<file path="config.mk">
export PLATFORM = sky130hd
export DESIGN_NAME = plc_port
export DESIGN_NICKNAME = d
export VERILOG_FILES = /design/src/rtl/plc_pkg.sv /design/src/rtl/plc_time_base.sv /design/src/rtl/plc_far_fault_gen.sv /design/src/rtl/plc_port.sv
export SDC_FILE = /design/constraint.sdc
export NUM_CORES = 1
export LEC_CHECK = 0
export ABC_CLOCK_PERIOD_IN_PS = 2700
export BUFFER_PORTS_ARGS = -buffer_cell sky130_fd_sc_hd__buf_2
export CORE_UTILIZATION = 50
export CTS_BUF_LIST = sky130_fd_sc_hd__clkbuf_8 sky130_fd_sc_hd__clkbuf_16
export DETAILED_ROUTE_END_ITERATION = 10
export PLACE_DENSITY = 0.71
export SLEW_MARGIN = 20
export SYNTH_ARGS = -nofsm -noshare
export SYNTH_HDL_FRONTEND = slang
export SYNTH_SLANG_ARGS = --single-unit
</file>
<file path="constraint.sdc">
create_clock -name clock -period 2.7 [get_ports clock]
set_input_delay 0.27 -clock clock [delete_from_list [all_inputs] [get_ports clock]]
set_output_delay 0.27 -clock clock [all_outputs]
set_load 0.02 [all_outputs]
</file>
<file path="src/rtl/plc_pkg.sv">
// package: constants, register map and types of the per-port phy link control block
// Notes on behaviour
// - time base takes 25 or 50 MHz reference, gives 25 MHz transmit clock in 100 mode.
// - in 10 mode time base gives 2.5 MHz transmit clock plus oversampling clock.
// - 10 mode link status follows reception of valid link pulses.
// - 100 copper mode link comes up on received scrambled idles.
// - fiber mode on fiber-capable ports takes link from the fiber signal detect input.
// - force link good bit makes link good and bypasses the link monitor.
// - pulse checking off only with negotiation disabled and pulse check disable set.
// - link pulse transmission stops with negotiation disabled and pulse gen disable set; energy sense sleep pulses still go out.
// - negotiation starts on resets, restart bit, power-up, or link fail to up.
// - partner without negotiation: parallel detect finds speed, duplex fixed at half.
// - negotiation disabled: speed and duplex from control bits, abilities from advertisement.
// - enable, speed, duplex writes take effect on reset, restart, power-up or link loss.
// - advertisement captured once on each entry into ability detect.
// - next page transmit register captured once on each entry into next page exchange.
// - received pages go to partner ability; with redirect set next pages go elsewhere.
// - on completion update speed, duplex, page received, complete in specific status; complete also in basic status.
// - power down ignores mac signals except management and all cable activity.
// - power down is left only when software clears the power down bit.
// - energy sense mode sends one link pulse per second and wakes on energy; the timers assume a 50 MHz clock, so one every 2 s with a 25 MHz reference.
// - energy sense setting kept after wake; sleeps again on link and energy loss.
// - far fault on a fiber port sends 84 ones then one zero, repeated.
// - far fault disable resets to 0 only for a fiber port with strap 1, else 1.
package plc_pkg;
	localparam int ADDR_W = 5;
	localparam int DATA_W = 16;

	// ************************************************************
	// register offsets (word index)
	// ************************************************************
	localparam logic [4:0] REG_CTRL  = 5'h00;
	localparam logic [4:0] REG_STAT  = 5'h01;
	localparam logic [4:0] REG_ADV   = 5'h04;
	localparam logic [4:0] REG_LPA   = 5'h05;
	localparam logic [4:0] REG_NPTX  = 5'h07;
	localparam logic [4:0] REG_LPNP  = 5'h08;
	localparam logic [4:0] REG_SCTL  = 5'h10;
	localparam logic [4:0] REG_SSTAT = 5'h11;

	// control bits
	localparam int C_SWRST = 15;
	localparam int C_SPEED = 13;
	localparam int C_ANEN  = 12;
	localparam int C_PDOWN = 11;
	localparam int C_RESTART = 9;
	localparam int C_DUPLEX = 8;
	// specific control bits
	localparam int S_DISFF  = 0;
	localparam int S_DISSCR = 1;
	localparam int S_DISGEN = 2;
	localparam int S_DISCHK = 3;
	localparam int S_REDIR  = 4;
	localparam int S_ENERGY_SENSE_ENABLE_BIT   = 5;
	localparam int S_FORCE  = 10;
	// page bits
	localparam int P_NP   = 15;
	localparam int P_TXFD = 8;
	localparam int P_TXHD = 7;
	localparam int P_10FD = 6;

	localparam logic [15:0] CTRL_RST = 16'h3100;
	localparam logic [15:0] ADV_RST  = 16'h01e1;
	localparam logic [15:0] NPTX_RST = 16'h0001;

	// ************************************************************
	// time base dividers, in cycles of the reference
	// ************************************************************
	localparam logic [4:0] DIV_TX100_50 = 5'h02;
	localparam logic [4:0] DIV_TX100_25 = 5'h01;
	localparam logic [4:0] DIV_TX10_50  = 5'h14;
	localparam logic [4:0] DIV_TX10_25  = 5'h0a;
	localparam logic [4:0] DIV_OS_50    = 5'h0a;
	localparam logic [4:0] DIV_OS_25    = 5'h05;

	localparam logic [6:0] FAR_FAULT_INDICATION_ONES = 7'h54;

	// ************************************************************
	// timing
	// ************************************************************
	localparam int CLK_KHZ      = 50000;
	localparam int NLP_GAP_MS   = 16;
	localparam int LINK_LOSS_MS = 100;
	localparam int ED_PERIOD_MS = 1000;
	localparam int NLP_GAP_CYC   = NLP_GAP_MS * CLK_KHZ;
	localparam int LINK_LOSS_CYC = LINK_LOSS_MS * CLK_KHZ;
	localparam int ED_PERIOD_CYC = ED_PERIOD_MS * CLK_KHZ;

	typedef enum logic [1:0] {AN_OFF, AN_ABILITY, AN_NEXT_PAGE, AN_DONE} plc_an_e;
endpackage : plc_pkg

</file>
<file path="src/rtl/plc_time_base.sv">
// time base: transmit clock and oversampling enables from the reference clock
`timescale 1ns/1ps
module plc_time_base import plc_pkg::*; (
	input  wire logic clock,         // reference clock
	input  wire logic rst,           // sync reset
	input  wire logic ref_is_25,     // reference runs at 25 MHz
	input  wire logic speed100,      // 100 Mb/s operation
	output logic      mac_tx_clk_en, // transmit clock enable
	output logic      os_clk_en      // oversampling enable
);
	logic [4:0] tx_cnt_q;
	logic [4:0] os_cnt_q;
	wire  [4:0] tx_div;
	wire  [4:0] os_div;
	wire        tx_wrap;
	wire        os_wrap;

	assign tx_div = speed100 ? (ref_is_25 ? DIV_TX100_25 : DIV_TX100_50)
	                         : (ref_is_25 ? DIV_TX10_25 : DIV_TX10_50);
	assign os_div  = ref_is_25 ? DIV_OS_25 : DIV_OS_50;
	// >= so a speed change mid-count never overruns the new period
	assign tx_wrap = tx_cnt_q >= tx_div - 5'h01;
	assign os_wrap = os_cnt_q >= os_div - 5'h01;

	always_ff @(posedge clock) begin
		if (rst) begin
			tx_cnt_q      <= 5'h00;
			os_cnt_q      <= 5'h00;
			mac_tx_clk_en <= 1'b0;
			os_clk_en     <= 1'b0;
		end else begin
			tx_cnt_q      <= tx_wrap ? 5'h00 : tx_cnt_q + 5'h01;
			os_cnt_q      <= os_wrap ? 5'h00 : os_cnt_q + 5'h01;
			mac_tx_clk_en <= tx_wrap;
			os_clk_en     <= os_wrap;
		end
	end
endmodule : plc_time_base

</file>
<file path="src/rtl/plc_far_fault_gen.sv">
// fiber idle stream generator with far fault pattern
`timescale 1ns/1ps
module plc_far_fault_gen import plc_pkg::*; (
	input  wire logic clock,    // system clock
	input  wire logic rst,      // sync reset
	input  wire logic sym_en,   // one enable per idle bit
	input  wire logic fault_on, // far fault to be signalled
	output logic      idle_bit  // idle stream bit
);
	logic [6:0] ones_q;

	always_ff @(posedge clock) begin
		if (rst) begin
			ones_q   <= 7'h00;
			idle_bit <= 1'b1;
		end else if (sym_en) begin
			if (fault_on && ones_q == FAR_FAULT_INDICATION_ONES) begin
				idle_bit <= 1'b0;
				ones_q   <= 7'h00;
			end else begin
				idle_bit <= 1'b1;
				ones_q   <= fault_on ? ones_q + 7'h01 : 7'h00;
			end
		end
	end
endmodule : plc_far_fault_gen

</file>
<file path="src/rtl/plc_port.sv">
// per-port link monitor, negotiation control, power modes and far fault control
`timescale 1ns/1ps
module plc_port import plc_pkg::*; #(
	parameter bit FIBER_CAPABLE = 1'b1,          // only ports 0 and 1 carry fiber
	parameter int NLP_GAP       = NLP_GAP_CYC,   // normal link pulse spacing
	parameter int LINK_LOSS     = LINK_LOSS_CYC, // pulse silence before link fail
	parameter int ED_PERIOD     = ED_PERIOD_CYC  // sleep pulse spacing
) (
	input  wire logic              clock,               // 25 or 50 MHz reference, per ref_is_25
	input  wire logic              rst,                 // sync reset, active high
	input  wire logic              ref_is_25,           // reference strap: 25 MHz
	input  wire logic              fiber_strap,         // port configured for fiber
	input  wire logic              fault_strap,         // far fault configuration strap
	input  wire logic              energy_sense_strap,  // low power strap
	input  wire logic [ADDR_W-1:0] reg_addr,            // register index
	input  wire logic [DATA_W-1:0] reg_wdata,           // write data
	input  wire logic              reg_wr,              // write strobe
	input  wire logic              reg_rd,              // read strobe
	output logic      [DATA_W-1:0] reg_rdata,           // read data, cycle after strobe
	input  wire logic              rx_nlp,              // valid link pulse seen
	input  wire logic              rx_idle_lock,        // scrambled idles locked
	input  wire logic              fiber_signal_detect, // optical receiver detect
	input  wire logic              energy_present,      // energy on the wire
	input  wire logic              rx_page_valid,       // partner page received
	input  wire logic [15:0]       rx_page,             // partner page word
	input  wire logic              legacy_detect,       // partner not negotiating
	input  wire logic              legacy_speed100,     // legacy partner is 100
	input  wire logic              remote_fault,        // remote fault detected
	input  wire logic              mac_tx_en_in,        // transmit enable from mac
	output logic                   mac_tx_en,           // gated transmit enable
	output logic                   mac_tx_clk_en,       // mac transmit clock enable
	output logic                   os_clk_en,           // oversampling enable
	output logic                   nlp_tx,              // send one link pulse
	output logic                   flp_tx_en,           // send fast link pulses
	output logic      [15:0]       tx_page,             // page being sent
	output logic                   link_up,             // link status
	output logic                   speed100,            // operating at 100
	output logic                   full_duplex,         // operating full duplex
	output logic                   scrambler_on,        // scrambler enabled
	output logic                   fiber_idle_bit       // fiber idle stream bit
);
	// ************************************************************
	// registers and state
	// ************************************************************
	logic [15:0] ctrl_q;
	logic [15:0] adv_q;
	logic [15:0] nptx_q;
	logic [15:0] sctl_q;
	logic [15:0] lpa_q;
	logic [15:0] lpnp_q;
	logic [15:0] adv_lat_q;
	logic [15:0] np_lat_q;
	logic        aneg_eff_q;
	logic        spd_eff_q;
	logic        dup_eff_q;
	logic        hcd_spd_q;
	logic        hcd_dup_q;
	logic        pg_rx_q;
	logic        done_q;
	logic        link_q;
	logic        sleep_q;
	logic [31:0] loss_cnt_q;
	logic [31:0] gap_cnt_q;
	plc_an_e     an_q;
	plc_an_e     an_d;

	// ************************************************************
	// decode
	// ************************************************************
	wire fiber    = FIBER_CAPABLE & fiber_strap;
	wire pd       = ctrl_q[C_PDOWN];
	wire wr_ctrl  = reg_wr & (reg_addr == REG_CTRL);
	wire wr_sctl  = reg_wr & (reg_addr == REG_SCTL);
	wire rd_sstat = reg_rd & (reg_addr == REG_SSTAT);
	wire sw_rst   = wr_ctrl & reg_wdata[C_SWRST];
	wire restart  = wr_ctrl & reg_wdata[C_RESTART];
	// only software can clear power down; no cable event reaches this bit
	wire pd_wake  = wr_ctrl & pd & ~reg_wdata[C_PDOWN];
	wire idle     = pd | sleep_q;

	// cable inputs other than energy_present are ignored while powered down or asleep
	wire nlp_g    = rx_nlp & ~idle;
	wire lock_g   = rx_idle_lock & ~idle;
	wire fiber_signal_detect_g   = fiber_signal_detect & ~idle;
	wire page_g   = rx_page_valid & ~idle;
	wire legacy_g = legacy_detect & ~idle;
	wire fault_g  = remote_fault & ~idle;

	// ************************************************************
	// link monitor
	// ************************************************************
	wire chk_off  = ~aneg_eff_q & sctl_q[S_DISCHK];
	wire nlp_ok   = chk_off | (loss_cnt_q < 32'(LINK_LOSS));
	wire mon_link = fiber    ? fiber_signal_detect_g :
	                speed100 ? lock_g : nlp_ok;
	wire link_raw = sctl_q[S_FORCE] | (mon_link & ~idle);
	wire link_rise = link_raw & ~link_q;
	wire link_lost = ~link_raw & link_q;

	// ************************************************************
	// negotiation start and deferred settings
	// ************************************************************
	wire apply  = sw_rst | restart | pd_wake | link_lost;
	wire start  = sw_rst | restart | pd_wake | link_rise;
	wire [15:0] ctl_src = wr_ctrl ? reg_wdata : ctrl_q;
	wire aneg_nx = apply ? ctl_src[C_ANEN] : aneg_eff_q;
	wire an_on   = aneg_nx & ~fiber;

	// highest common ability of the base pages
	wire [15:0] common = adv_lat_q & rx_page;
	wire        res_100 = common[P_TXFD] | common[P_TXHD];
	wire        res_fd  = res_100 ? common[P_TXFD] : common[P_10FD];
	wire        more_np = adv_lat_q[P_NP] & rx_page[P_NP];

	always_comb begin
		an_d = an_q;
		if (start) begin
			an_d = an_on ? AN_ABILITY : AN_OFF;
		end else begin
			unique case (an_q)
				AN_OFF: begin
					an_d = AN_OFF;
				end
				AN_ABILITY: begin
					if (page_g) begin
						an_d = more_np ? AN_NEXT_PAGE : AN_DONE;
					end else if (legacy_g) begin
						an_d = AN_DONE;
					end
				end
				AN_NEXT_PAGE: begin
					if (page_g && !rx_page[P_NP]) begin
						an_d = AN_DONE;
					end
				end
				AN_DONE: begin
					an_d = AN_DONE;
				end
			endcase
		end
	end

	wire enter_ab = (an_d == AN_ABILITY) & (start | an_q != AN_ABILITY);
	wire enter_np = (an_d == AN_NEXT_PAGE) & (an_q != AN_NEXT_PAGE);
	wire enter_dn = (an_d == AN_DONE) & (an_q != AN_DONE);
	wire par_det  = (an_q == AN_ABILITY) & ~page_g & legacy_g;

	always_ff @(posedge clock) begin
		if (rst) begin
			an_q <= AN_ABILITY;
		end else begin
			an_q <= (aneg_eff_q | start) & ~fiber ? an_d : AN_OFF;
		end
	end

	// ************************************************************
	// page capture and resolution
	// ************************************************************
	always_ff @(posedge clock) begin
		if (rst) begin
			adv_lat_q <= ADV_RST;
			np_lat_q  <= NPTX_RST;
			lpa_q     <= 16'h0000;
			lpnp_q    <= 16'h0000;
			hcd_spd_q <= 1'b0;
			hcd_dup_q <= 1'b0;
		end else begin
			if (enter_ab) begin
				adv_lat_q <= adv_q;
			end
			if (enter_np) begin
				np_lat_q <= nptx_q;
			end
			if (page_g && an_q == AN_ABILITY) begin
				lpa_q     <= rx_page;
				hcd_spd_q <= res_100;
				hcd_dup_q <= res_fd;
			end else if (page_g && an_q == AN_NEXT_PAGE) begin
				if (sctl_q[S_REDIR]) begin
					lpnp_q <= rx_page;
				end else begin
					lpa_q <= rx_page;
				end
			end else if (par_det) begin
				hcd_spd_q <= legacy_speed100;
				hcd_dup_q <= 1'b0;
			end
		end
	end

	// ************************************************************
	// operating mode and status
	// ************************************************************
	wire pg_set = page_g & (an_q == AN_ABILITY || an_q == AN_NEXT_PAGE);
	// a base page that ends negotiation resolves in the cycle it is captured
	wire res_spd = par_det ? legacy_speed100 : (an_q == AN_ABILITY) ? res_100 : hcd_spd_q;
	wire res_dup = ~par_det & ((an_q == AN_ABILITY) ? res_fd : hcd_dup_q);

	always_ff @(posedge clock) begin
		if (rst) begin
			aneg_eff_q  <= CTRL_RST[C_ANEN];
			spd_eff_q   <= CTRL_RST[C_SPEED];
			dup_eff_q   <= CTRL_RST[C_DUPLEX];
			speed100    <= CTRL_RST[C_SPEED];
			full_duplex <= 1'b0;
			done_q      <= 1'b0;
			pg_rx_q     <= 1'b0;
			link_q      <= 1'b0;
		end else begin
			link_q <= link_raw;
			if (apply) begin
				aneg_eff_q <= ctl_src[C_ANEN];
				spd_eff_q  <= ctl_src[C_SPEED];
				dup_eff_q  <= ctl_src[C_DUPLEX];
			end
			if (fiber) begin
				speed100    <= 1'b1;
				full_duplex <= dup_eff_q;
			end else if (an_q == AN_OFF) begin
				speed100    <= spd_eff_q;
				full_duplex <= dup_eff_q;
			end else if (enter_dn) begin
				speed100    <= res_spd;
				full_duplex <= res_dup;
			end
			done_q  <= start ? 1'b0 : (done_q | enter_dn);
			// a new page beats the clear-on-read in the same cycle
			pg_rx_q <= pg_set | (pg_rx_q & ~rd_sstat);
		end
	end

	// ************************************************************
	// software registers
	// ************************************************************
	wire [15:0] sctl_rst = {10'h000, energy_sense_strap, 3'h0,
	                        fiber, ~(fiber & fault_strap)};

	always_ff @(posedge clock) begin
		if (rst) begin
			ctrl_q <= CTRL_RST;
			adv_q  <= ADV_RST;
			nptx_q <= NPTX_RST;
			sctl_q <= sctl_rst;
		end else begin
			if (wr_ctrl) begin
				// reset and restart self-clear after acting once
				ctrl_q <= reg_wdata & ~(16'h0001 << C_SWRST) & ~(16'h0001 << C_RESTART);
			end
			if (reg_wr && reg_addr == REG_ADV) begin
				adv_q <= reg_wdata;
			end
			if (reg_wr && reg_addr == REG_NPTX) begin
				nptx_q <= reg_wdata;
			end
			if (wr_sctl) begin
				sctl_q <= reg_wdata;
			end
		end
	end

	wire [15:0] stat_w  = {9'h000, 1'b0, done_q, 1'b0, ~fiber, link_q, 2'h0};
	wire [15:0] sstat_w = {1'b0, speed100, full_duplex, pg_rx_q, done_q, link_q,
	                       sleep_q, 9'h000};

	always_ff @(posedge clock) begin
		if (rst) begin
			reg_rdata <= 16'h0000;
		end else if (reg_rd) begin
			unique case (reg_addr)
				REG_CTRL:  reg_rdata <= ctrl_q;
				REG_STAT:  reg_rdata <= stat_w;
				REG_ADV:   reg_rdata <= adv_q;
				REG_LPA:   reg_rdata <= lpa_q;
				REG_NPTX:  reg_rdata <= nptx_q;
				REG_LPNP:  reg_rdata <= lpnp_q;
				REG_SCTL:  reg_rdata <= sctl_q;
				REG_SSTAT: reg_rdata <= sstat_w;
				default:   reg_rdata <= 16'h0000;
			endcase
		end else begin
			reg_rdata <= 16'h0000;
		end
	end

	// ************************************************************
	// link pulse timers and energy sense sleep
	// ************************************************************
	wire gen_off  = ~aneg_eff_q & sctl_q[S_DISGEN];
	wire ten_mode = ~fiber & ~speed100 & (an_q == AN_OFF || an_q == AN_DONE);
	wire [31:0] gap_lim = sleep_q ? 32'(ED_PERIOD) : 32'(NLP_GAP);
	wire gap_hit  = gap_cnt_q >= gap_lim - 32'h1;
	wire pulse_ok = sleep_q | (ten_mode & ~pd & ~gen_off);

	always_ff @(posedge clock) begin
		if (rst) begin
			loss_cnt_q <= 32'(LINK_LOSS); // no link until a first pulse arrives
			gap_cnt_q  <= 32'h0;
			nlp_tx     <= 1'b0;
			sleep_q    <= 1'b0;
		end else begin
			if (nlp_g) begin
				loss_cnt_q <= 32'h0;
			end else if (loss_cnt_q < 32'(LINK_LOSS)) begin
				loss_cnt_q <= loss_cnt_q + 32'h1;
			end
			gap_cnt_q <= (gap_hit | ~pulse_ok) ? 32'h0 : gap_cnt_q + 32'h1;
			nlp_tx    <= gap_hit & pulse_ok;
			if (sleep_q) begin
				// the setting bit stays as it was; only the sleep state ends
				sleep_q <= ~energy_present & ~pd & sctl_q[S_ENERGY_SENSE_ENABLE_BIT];
			end else begin
				sleep_q <= sctl_q[S_ENERGY_SENSE_ENABLE_BIT] & ~pd & ~link_q & ~energy_present
				           & ~sctl_q[S_FORCE] & ~fiber;
			end
		end
	end

	// ************************************************************
	// mac side, transmit and far fault
	// ************************************************************
	always_ff @(posedge clock) begin
		if (rst) begin
			mac_tx_en <= 1'b0;
			flp_tx_en <= 1'b0;
			tx_page   <= 16'h0000;
		end else begin
			mac_tx_en <= mac_tx_en_in & ~idle & link_raw;
			flp_tx_en <= ~idle & (an_q == AN_ABILITY || an_q == AN_NEXT_PAGE);
			tx_page   <= (an_q == AN_NEXT_PAGE) ? np_lat_q : adv_lat_q;
		end
	end

	assign link_up      = link_q;
	assign scrambler_on = ~sctl_q[S_DISSCR] & speed100 & ~fiber;

	wire sym_en;
	wire fault_on = fiber & ~sctl_q[S_DISFF] & fault_g;

	plc_time_base u_time_base (
		.clock         (clock),
		.rst           (rst),
		.ref_is_25     (ref_is_25),
		.speed100      (speed100),
		.mac_tx_clk_en (sym_en),
		.os_clk_en     (os_clk_en)
	);

	assign mac_tx_clk_en = sym_en;

	plc_far_fault_gen u_far_fault (
		.clock    (clock),
		.rst      (rst),
		.sym_en   (sym_en),
		.fault_on (fault_on),
		.idle_bit (fiber_idle_bit)
	);
endmodule : plc_port

</file>
Word level (Yosys, flattened, before mapping)
Cells that the tools add are included.
Widths: inputs -> output; s select.
- flip-flop bits (word level): 258
- bits in latches: 0
- memory bits (writable): 0
- memory bits (read-only): 0
- input port bits: 54
- output and inout bits: 42
- logic and storage cells: 225
- memories: 0
- add/subtract/negate cells: 8
- $mul: 0
- divide/modulo/power cells: 0
- $lt $le $gt $ge: 4
- eq/ne operators: 19
- shifts and indexed selects: 0
- muxes and demuxes: 45
- bitwise logic cells: 85
- reductions and logical operators: 28
- operator list (kind ; count):
    $pmux 16 s8 ; 1
    $add 32x1->32 const B ; 2
    $mux 16 ; 4
    $and 1x1->1 ; 49
    $mux 23 ; 2
    $ge 32x32->1 ; 1
    $lt 32x23->1 const B ; 1
    $sub 26x1->27 const B ; 1
    $mux 26 ; 1
    $mux 1 ; 23
    $not 1->1 ; 21
    $reduce_or 2->1 ; 8
    $eq 5x3->1 const B ; 3
    $mux 14 ; 1
    $mux 7 ; 2
    $or 1x1->1 ; 14
    $mux 6 ; 2
    $add 5x1->5 const B ; 2
    $eq 5x5->1 const B ; 2
    $ge 5x5->1 ; 2
    $mux 2 ; 5
    $mux 5 ; 2
    $reduce_bool 2->1 ; 5
    $sub 5x1->5 const B ; 2
    other kinds (19) ; 33

Depth between registers and ports, before layout
- depth after elaboration: 19
- mapped depth: 11
- gate-level depth less buffers: 8

Hierarchy
Synthesis repeated with hierarchy kept, for this count alone.
- cells, all modules: 1240
- area, all modules: 11121.9 um^2
- modules (own cells, without submodules) (module ; instances ; cells an instance ; area an instance (um^2) ; seq. area each (um^2)):
    plc_port ; 1 ; 1118 ; 10012.1 ; 4794.6
    plc_time_base ; 1 ; 65 ; 611.8 ; 240.2
    plc_far_fault_gen ; 1 ; 57 ; 498.0 ; 160.2

Least setup slack after synthesis
Ideal clock, no wire load.
- path type: input to register
- from: in reg_addr[4]
- to: reg adv_lat_q[6]
- library setup time: 0.129 ns
- data arrival time: 2.441 ns
- required time: 2.571 ns
- setup slack: 0.129 ns
- cell stages on the path: 9
- buffers on the path: 2
- cell sequence: or4_4 or3_1 buf_2 mux2_4 nand2_1 a21oi_2 buf_4 mux2i_1 nand2_1
- longest elaborated chain between the ends: 12
- elaborated cells between the ends (all ways): 18
- those cells by class: eq/ne (1); mux (4); bitwise (12); reduce/logical (1)
- RTL lines (element ; RTL line ; text):
    start, declared ; plc_port.sv:15 ; input wire logic [ADDR_W-1:0] reg_addr,
    $logic_not 5->1 * ; plc_port.sv:72 ; wire wr_ctrl = reg_wr & (reg_addr == REG_CTRL);
    $and 1x1->1 * ; plc_port.sv:72 ;
    $and 1x1->1 (on tied branches) ; plc_port.sv:75, plc_port.sv:76, plc_port.sv:78 ;
    $or 1x1->1 / $and 1x1->1 (equally long branches) ; plc_port.sv:103, plc_port.sv:104, plc_port.sv:78 ;
    $or 1x1->1 ; plc_port.sv:103, plc_port.sv:104 ;
    $or 1x1->1 ; plc_port.sv:103 ; wire apply = sw_rst | restart | pd_wake | link_lost;
    $mux 1 ; n/a ;
    $and 1x1->1 ; plc_port.sv:107 ; wire an_on = aneg_nx & ~fiber;
    $mux 1 ; plc_port.sv:118 ; an_d = an_on ? AN_ABILITY : AN_OFF;
    $mux 2 ; plc_port.sv:117 ; if (start) begin
    $eq 2x1->1 ; plc_port.sv:143 ; wire enter_ab = (an_d == AN_ABILITY) & (start | an_q != AN_ABILITY);
    $and 1x1->1 * ; plc_port.sv:143 ;
    end signal, assigned ; plc_port.sv:169 ; adv_lat_q <= adv_q;
    end, declared ; plc_port.sv:51 ; logic [15:0] adv_lat_q;
Mark *: on every way between the ends. The rest lies on a longest branch, timed or not.
A chain may end at the register's enable or synchronous reset.

Worst setup path in the final report
- from: reg loss_cnt_q[16]
- to: reg np_lat_q[3]
- longest elaborated chain between the ends: 15
- elaborated cells between the ends (all ways): 17
- those cells by class: order compare (1); eq/ne (1); mux (5); bitwise (10)
- RTL lines (element ; RTL line ; text):
    start, declared ; plc_port.sv:62 ; logic [31:0] loss_cnt_q;
    start signal, assigned ; plc_port.sv:296 ; loss_cnt_q <= 32'(LINK_LOSS);
    start signal, assigned ; plc_port.sv:304 ; loss_cnt_q <= loss_cnt_q + 32'h1;
    $lt 32x23->1 * ; plc_port.sv:93 ; wire nlp_ok = chk_off | (loss_cnt_q < 32'(LINK_LOSS));
    $or 1x1->1 * ; plc_port.sv:93 ;
    $mux 1 * ; plc_port.sv:95 ; speed100 ? lock_g : nlp_ok;
    $mux 1 * ; plc_port.sv:94 ; wire mon_link = fiber ? fiber_signal_detect_g :
    $and 1x1->1 * ; plc_port.sv:96 ; wire link_raw = sctl_q[S_FORCE] | (mon_link & ~idle);
    $or 1x1->1 * ; plc_port.sv:96 ;
    $not 1->1 ; plc_port.sv:98 ; wire link_lost = ~link_raw & link_q;
    $and 1x1->1 ; plc_port.sv:98 ;
    $or 1x1->1 ; plc_port.sv:103 ;
    $mux 1 ; n/a ;
    $and 1x1->1 ; plc_port.sv:107 ;
    $mux 1 ; plc_port.sv:118 ;
    $mux 2 * ; plc_port.sv:117 ;
    $eq 2x2->1 * ; plc_port.sv:144 ; wire enter_np = (an_d == AN_NEXT_PAGE) & (an_q != AN_NEXT_PAGE);
    $and 1x1->1 * ; plc_port.sv:144 ;
    end signal, assigned ; plc_port.sv:172 ; np_lat_q <= nptx_q;
    end, declared ; plc_port.sv:52 ; logic [15:0] np_lat_q;
Marked as above.

==> run metrics <==
Vias/cell=5.69; initial antenna violation count=1; cell taking the most area after synthesis=dfxtp_1; HPWL Detailed=20.8 mm; reg2reg start=loss_cnt_q[16]; top cells by area, synth=dfxtp_1, nand2_1, a21oi_1; Pleak=5.04 nW; drt wl/cell=17.9 um; Main synth FF type=dfxtp_1; Netlist cell types=70; Worst Hold Launch=reg_wdata[8]; largest net degree at the start of global routing=155; I/O pins=96; vias=9469; clk root buf=clkbuf_16; Clk Latency, worst-skew pair=around 0.54 ns; met2 wire len=13.1 mm; fillers=between 1500 and 2000; CORE AREA=21300 sq um; status=completed; Worst Tran Pin Value=between 0.8 and 0.9 ns; critical path data required time=3.08 ns; Initial Util=51.6%; Worst VDD drop=0.502 mV; Port Buf Inserts=95; crit-path max FO=16; CTS clk-pin slew, worst paths=0.06 ns; nets@finish=1451; Final Max Tran Viols=0; Final Core Density=61.1%; die width=150 um; post-synthesis cell count=between 1000 and 1500; Layout area overhead=18.5%; Total GRT Usage=26.3%; Mapped Area=approximately 11000 sq um; Final Non-Filler Cells=~1700; final period utilization=94.9%; TritonCTS clock tree=yes; vias in the first global route=about 8600; setup slack, reg-to-reg=0.14 ns; final hold violation count=0; die area=22500 sq um; Cells after DPL=~1600; Slew HR=between 40% and 50%; Final GP Congestion=0.930; R2R Path End=np_lat_q[3]; Total Power=8.51 mW; list of most frequent post-synthesis cells=dfxtp_1, nand2_1, a21oi_1; Ys Warns=0; clock sink count=around 260; post-route minimum period=2.56 ns; Post-synth EDFFs=3; drt pass-1 iters=9; std cell rows=53; top-area cell type share of the netlist area=46.5%; WL final=approximately 30 mm; Min-Delay Path Depth=3; Fmax=just under 0.4 GHz; Hold Slack=0.0106 ns; Antenna Nets Post-Route=0; CP endpoint kind=flop; DRT iter0 DRCs=894; number of CTS-inserted buffers=26; CTS max path bufs=3; TNS Setup=0 ns; sequential-to-total area share from yosys stat=47.3%; Data arrival, critical path=~3 ns; CTS H-tree depth=1; Startpoint Class=flop; ys async rst share=0%; Setup Viol. Count Final=0; Syn Area/Cell=8.74 sq um; Hold Path End=adv_q[8]; #FFs+latches synth=258; max cap viols=0; Pwr Density=between 600 and 700 nW/um^2; Hold Crit Class=input port to flop; GR Overflow Total=0; Crit Path Category=flop to flop; top-count cell post-synth=dfxtp_1; metal3 WL=2.80 mm; wl on met1=around 13 mm; # DRC=0; layout cells sized above 1=15.8%; die height=around 150 um; highest routed layer=met4; Reg2Reg Depth=9; first-pass GRT wire length=46.2 mm; Worst Skew=0.0192 ns
==> worst max-delay path, stage by stage (launching register included) <==
cell and delay (ns):
dfxtp_1 0.35, or4_4 0.56, a2111oi_4 0.34, nor4_2 0.08, buf_4 0.16, o31ai_2 0.35
nand3b_1 0.12, buf_4 0.22, o21ai_1 0.16, a21oi_1 0.08
==> state kept, by name (all words and copies together) (netlist names), 2 cells and up <==
| name | count |
|---|---|
| adv_lat_q | 16 |
| an_q | 2 |
| gap_cnt_q | 32 |
| adv_q | 16 |
| lpnp_q | 16 |
| u_time_base.tx_cnt_q | 5 |
| tx_page | 16 |
| lpa_q | 16 |
| loss_cnt_q | 32 |
| nptx_q | 16 |
| np_lat_q | 16 |
| u_time_base.os_cnt_q | 5 |
| reg_rdata | 16 |
| sctl_q | 16 |
| u_far_fault.ones_q | 7 |
| ctrl_q | 14 |
==> layout make-up <==
| cell class | count | area, sq um | area share (%) |
|---|---|---|---|
| antenna | 1 | 2.50 | 0.0192 |
| clock buffer | 30 | 706 | 5.42 |
| clock inverter | 18 | 230 | 1.77 |
| inverter | 31 | 116 | 0.894 |
| multi-input combinational | 900 | 5420 | 41.6 |
| sequential | 258 | 5200 | 39.9 |
| tap | 275 | 344 | 2.64 |
| timing repair buffer | 152 | 998 | 7.68 |
==> placed cells by master (no fill, tap or decap), types with 28 or more instances in the layout <==
cell type,instances
nand3_1,54
inv_1,34
nor2_1,109
ha_1,28
buf_2,94
nand2_1,205
a21oi_1,116
mux2i_1,53
buf_4,41
nor3_1,43
dfxtp_1,254
==> where the power goes <==
group | switching [mW] | internal [mW] | leakage, nW
clock | 1.52 | 2.35 | 0.468
combinational | 0.413 | 0.263 | 2.48
sequential | 0.0712 | 3.89 | 2.10
total | 2.01 | 6.50 | 5.04
==> worst max-delay path by stage <==
stage                    from           end  slack (ns)
6_report       loss_cnt_q[16]   np_lat_q[3]        0.14
5_1_grt        loss_cnt_q[16]  np_lat_q[12]      -0.007
4_1_cts        loss_cnt_q[16]   np_lat_q[1]        0.03
3_5_place_dp   loss_cnt_q[16]   np_lat_q[1]        0.05
3_3_place_gp   loss_cnt_q[16]  np_lat_q[10]        0.13
2_1_floorplan     reg_addr[4]  adv_lat_q[6]        0.13
==> cell families (layout without fill, tap and decap cells) <==
logic type               after synthesis  after routing  synth area share (%)
AND/OR/NAND/NOR                      510            510                  21.6
multiplexers                          64             64                  6.00
adder cells (fa/ha/maj)               28             28                  3.19
AO/OA/AOI/OAI                        245            245                  14.3
buffers and inverters                102            231                  3.73
other                                  1              6                0.0342
flip-flops                           258            258                  47.3
XOR/XNOR                              48             48                  3.83
==> routing by layer <==
layer | up-vias | track usage (%)
met2 | 403 | 39.5
li1 | 4591 | -
met4 | 0 | 9.24
met5 | - | 0
met3 | 69 | 5.61
met1 | 4406 | 37.2
==> per-stage QoR <==
stage / area (sq um) / worst slack, ns
3_3_place_gp: 11900 / 0.127
4_1_cts: 12900 / 0.0313
3_5_place_dp: 11900 / 0.0500
5_1_grt: 13000 / -0.00697
2_1_floorplan: 11000 / 0.129
6_report: 13000 / 0.139
==> repair_timing <==
item / in CTS / in global routing
endpoints found under the setup margin: 0 / 21
hold buffers: 11 / 1
hold endpoints to repair: 20 / 1
gates resized for setup: 0 / 3
buffers inserted: 0 / 2
No activity file was read; power rests on OpenSTA's default activity.
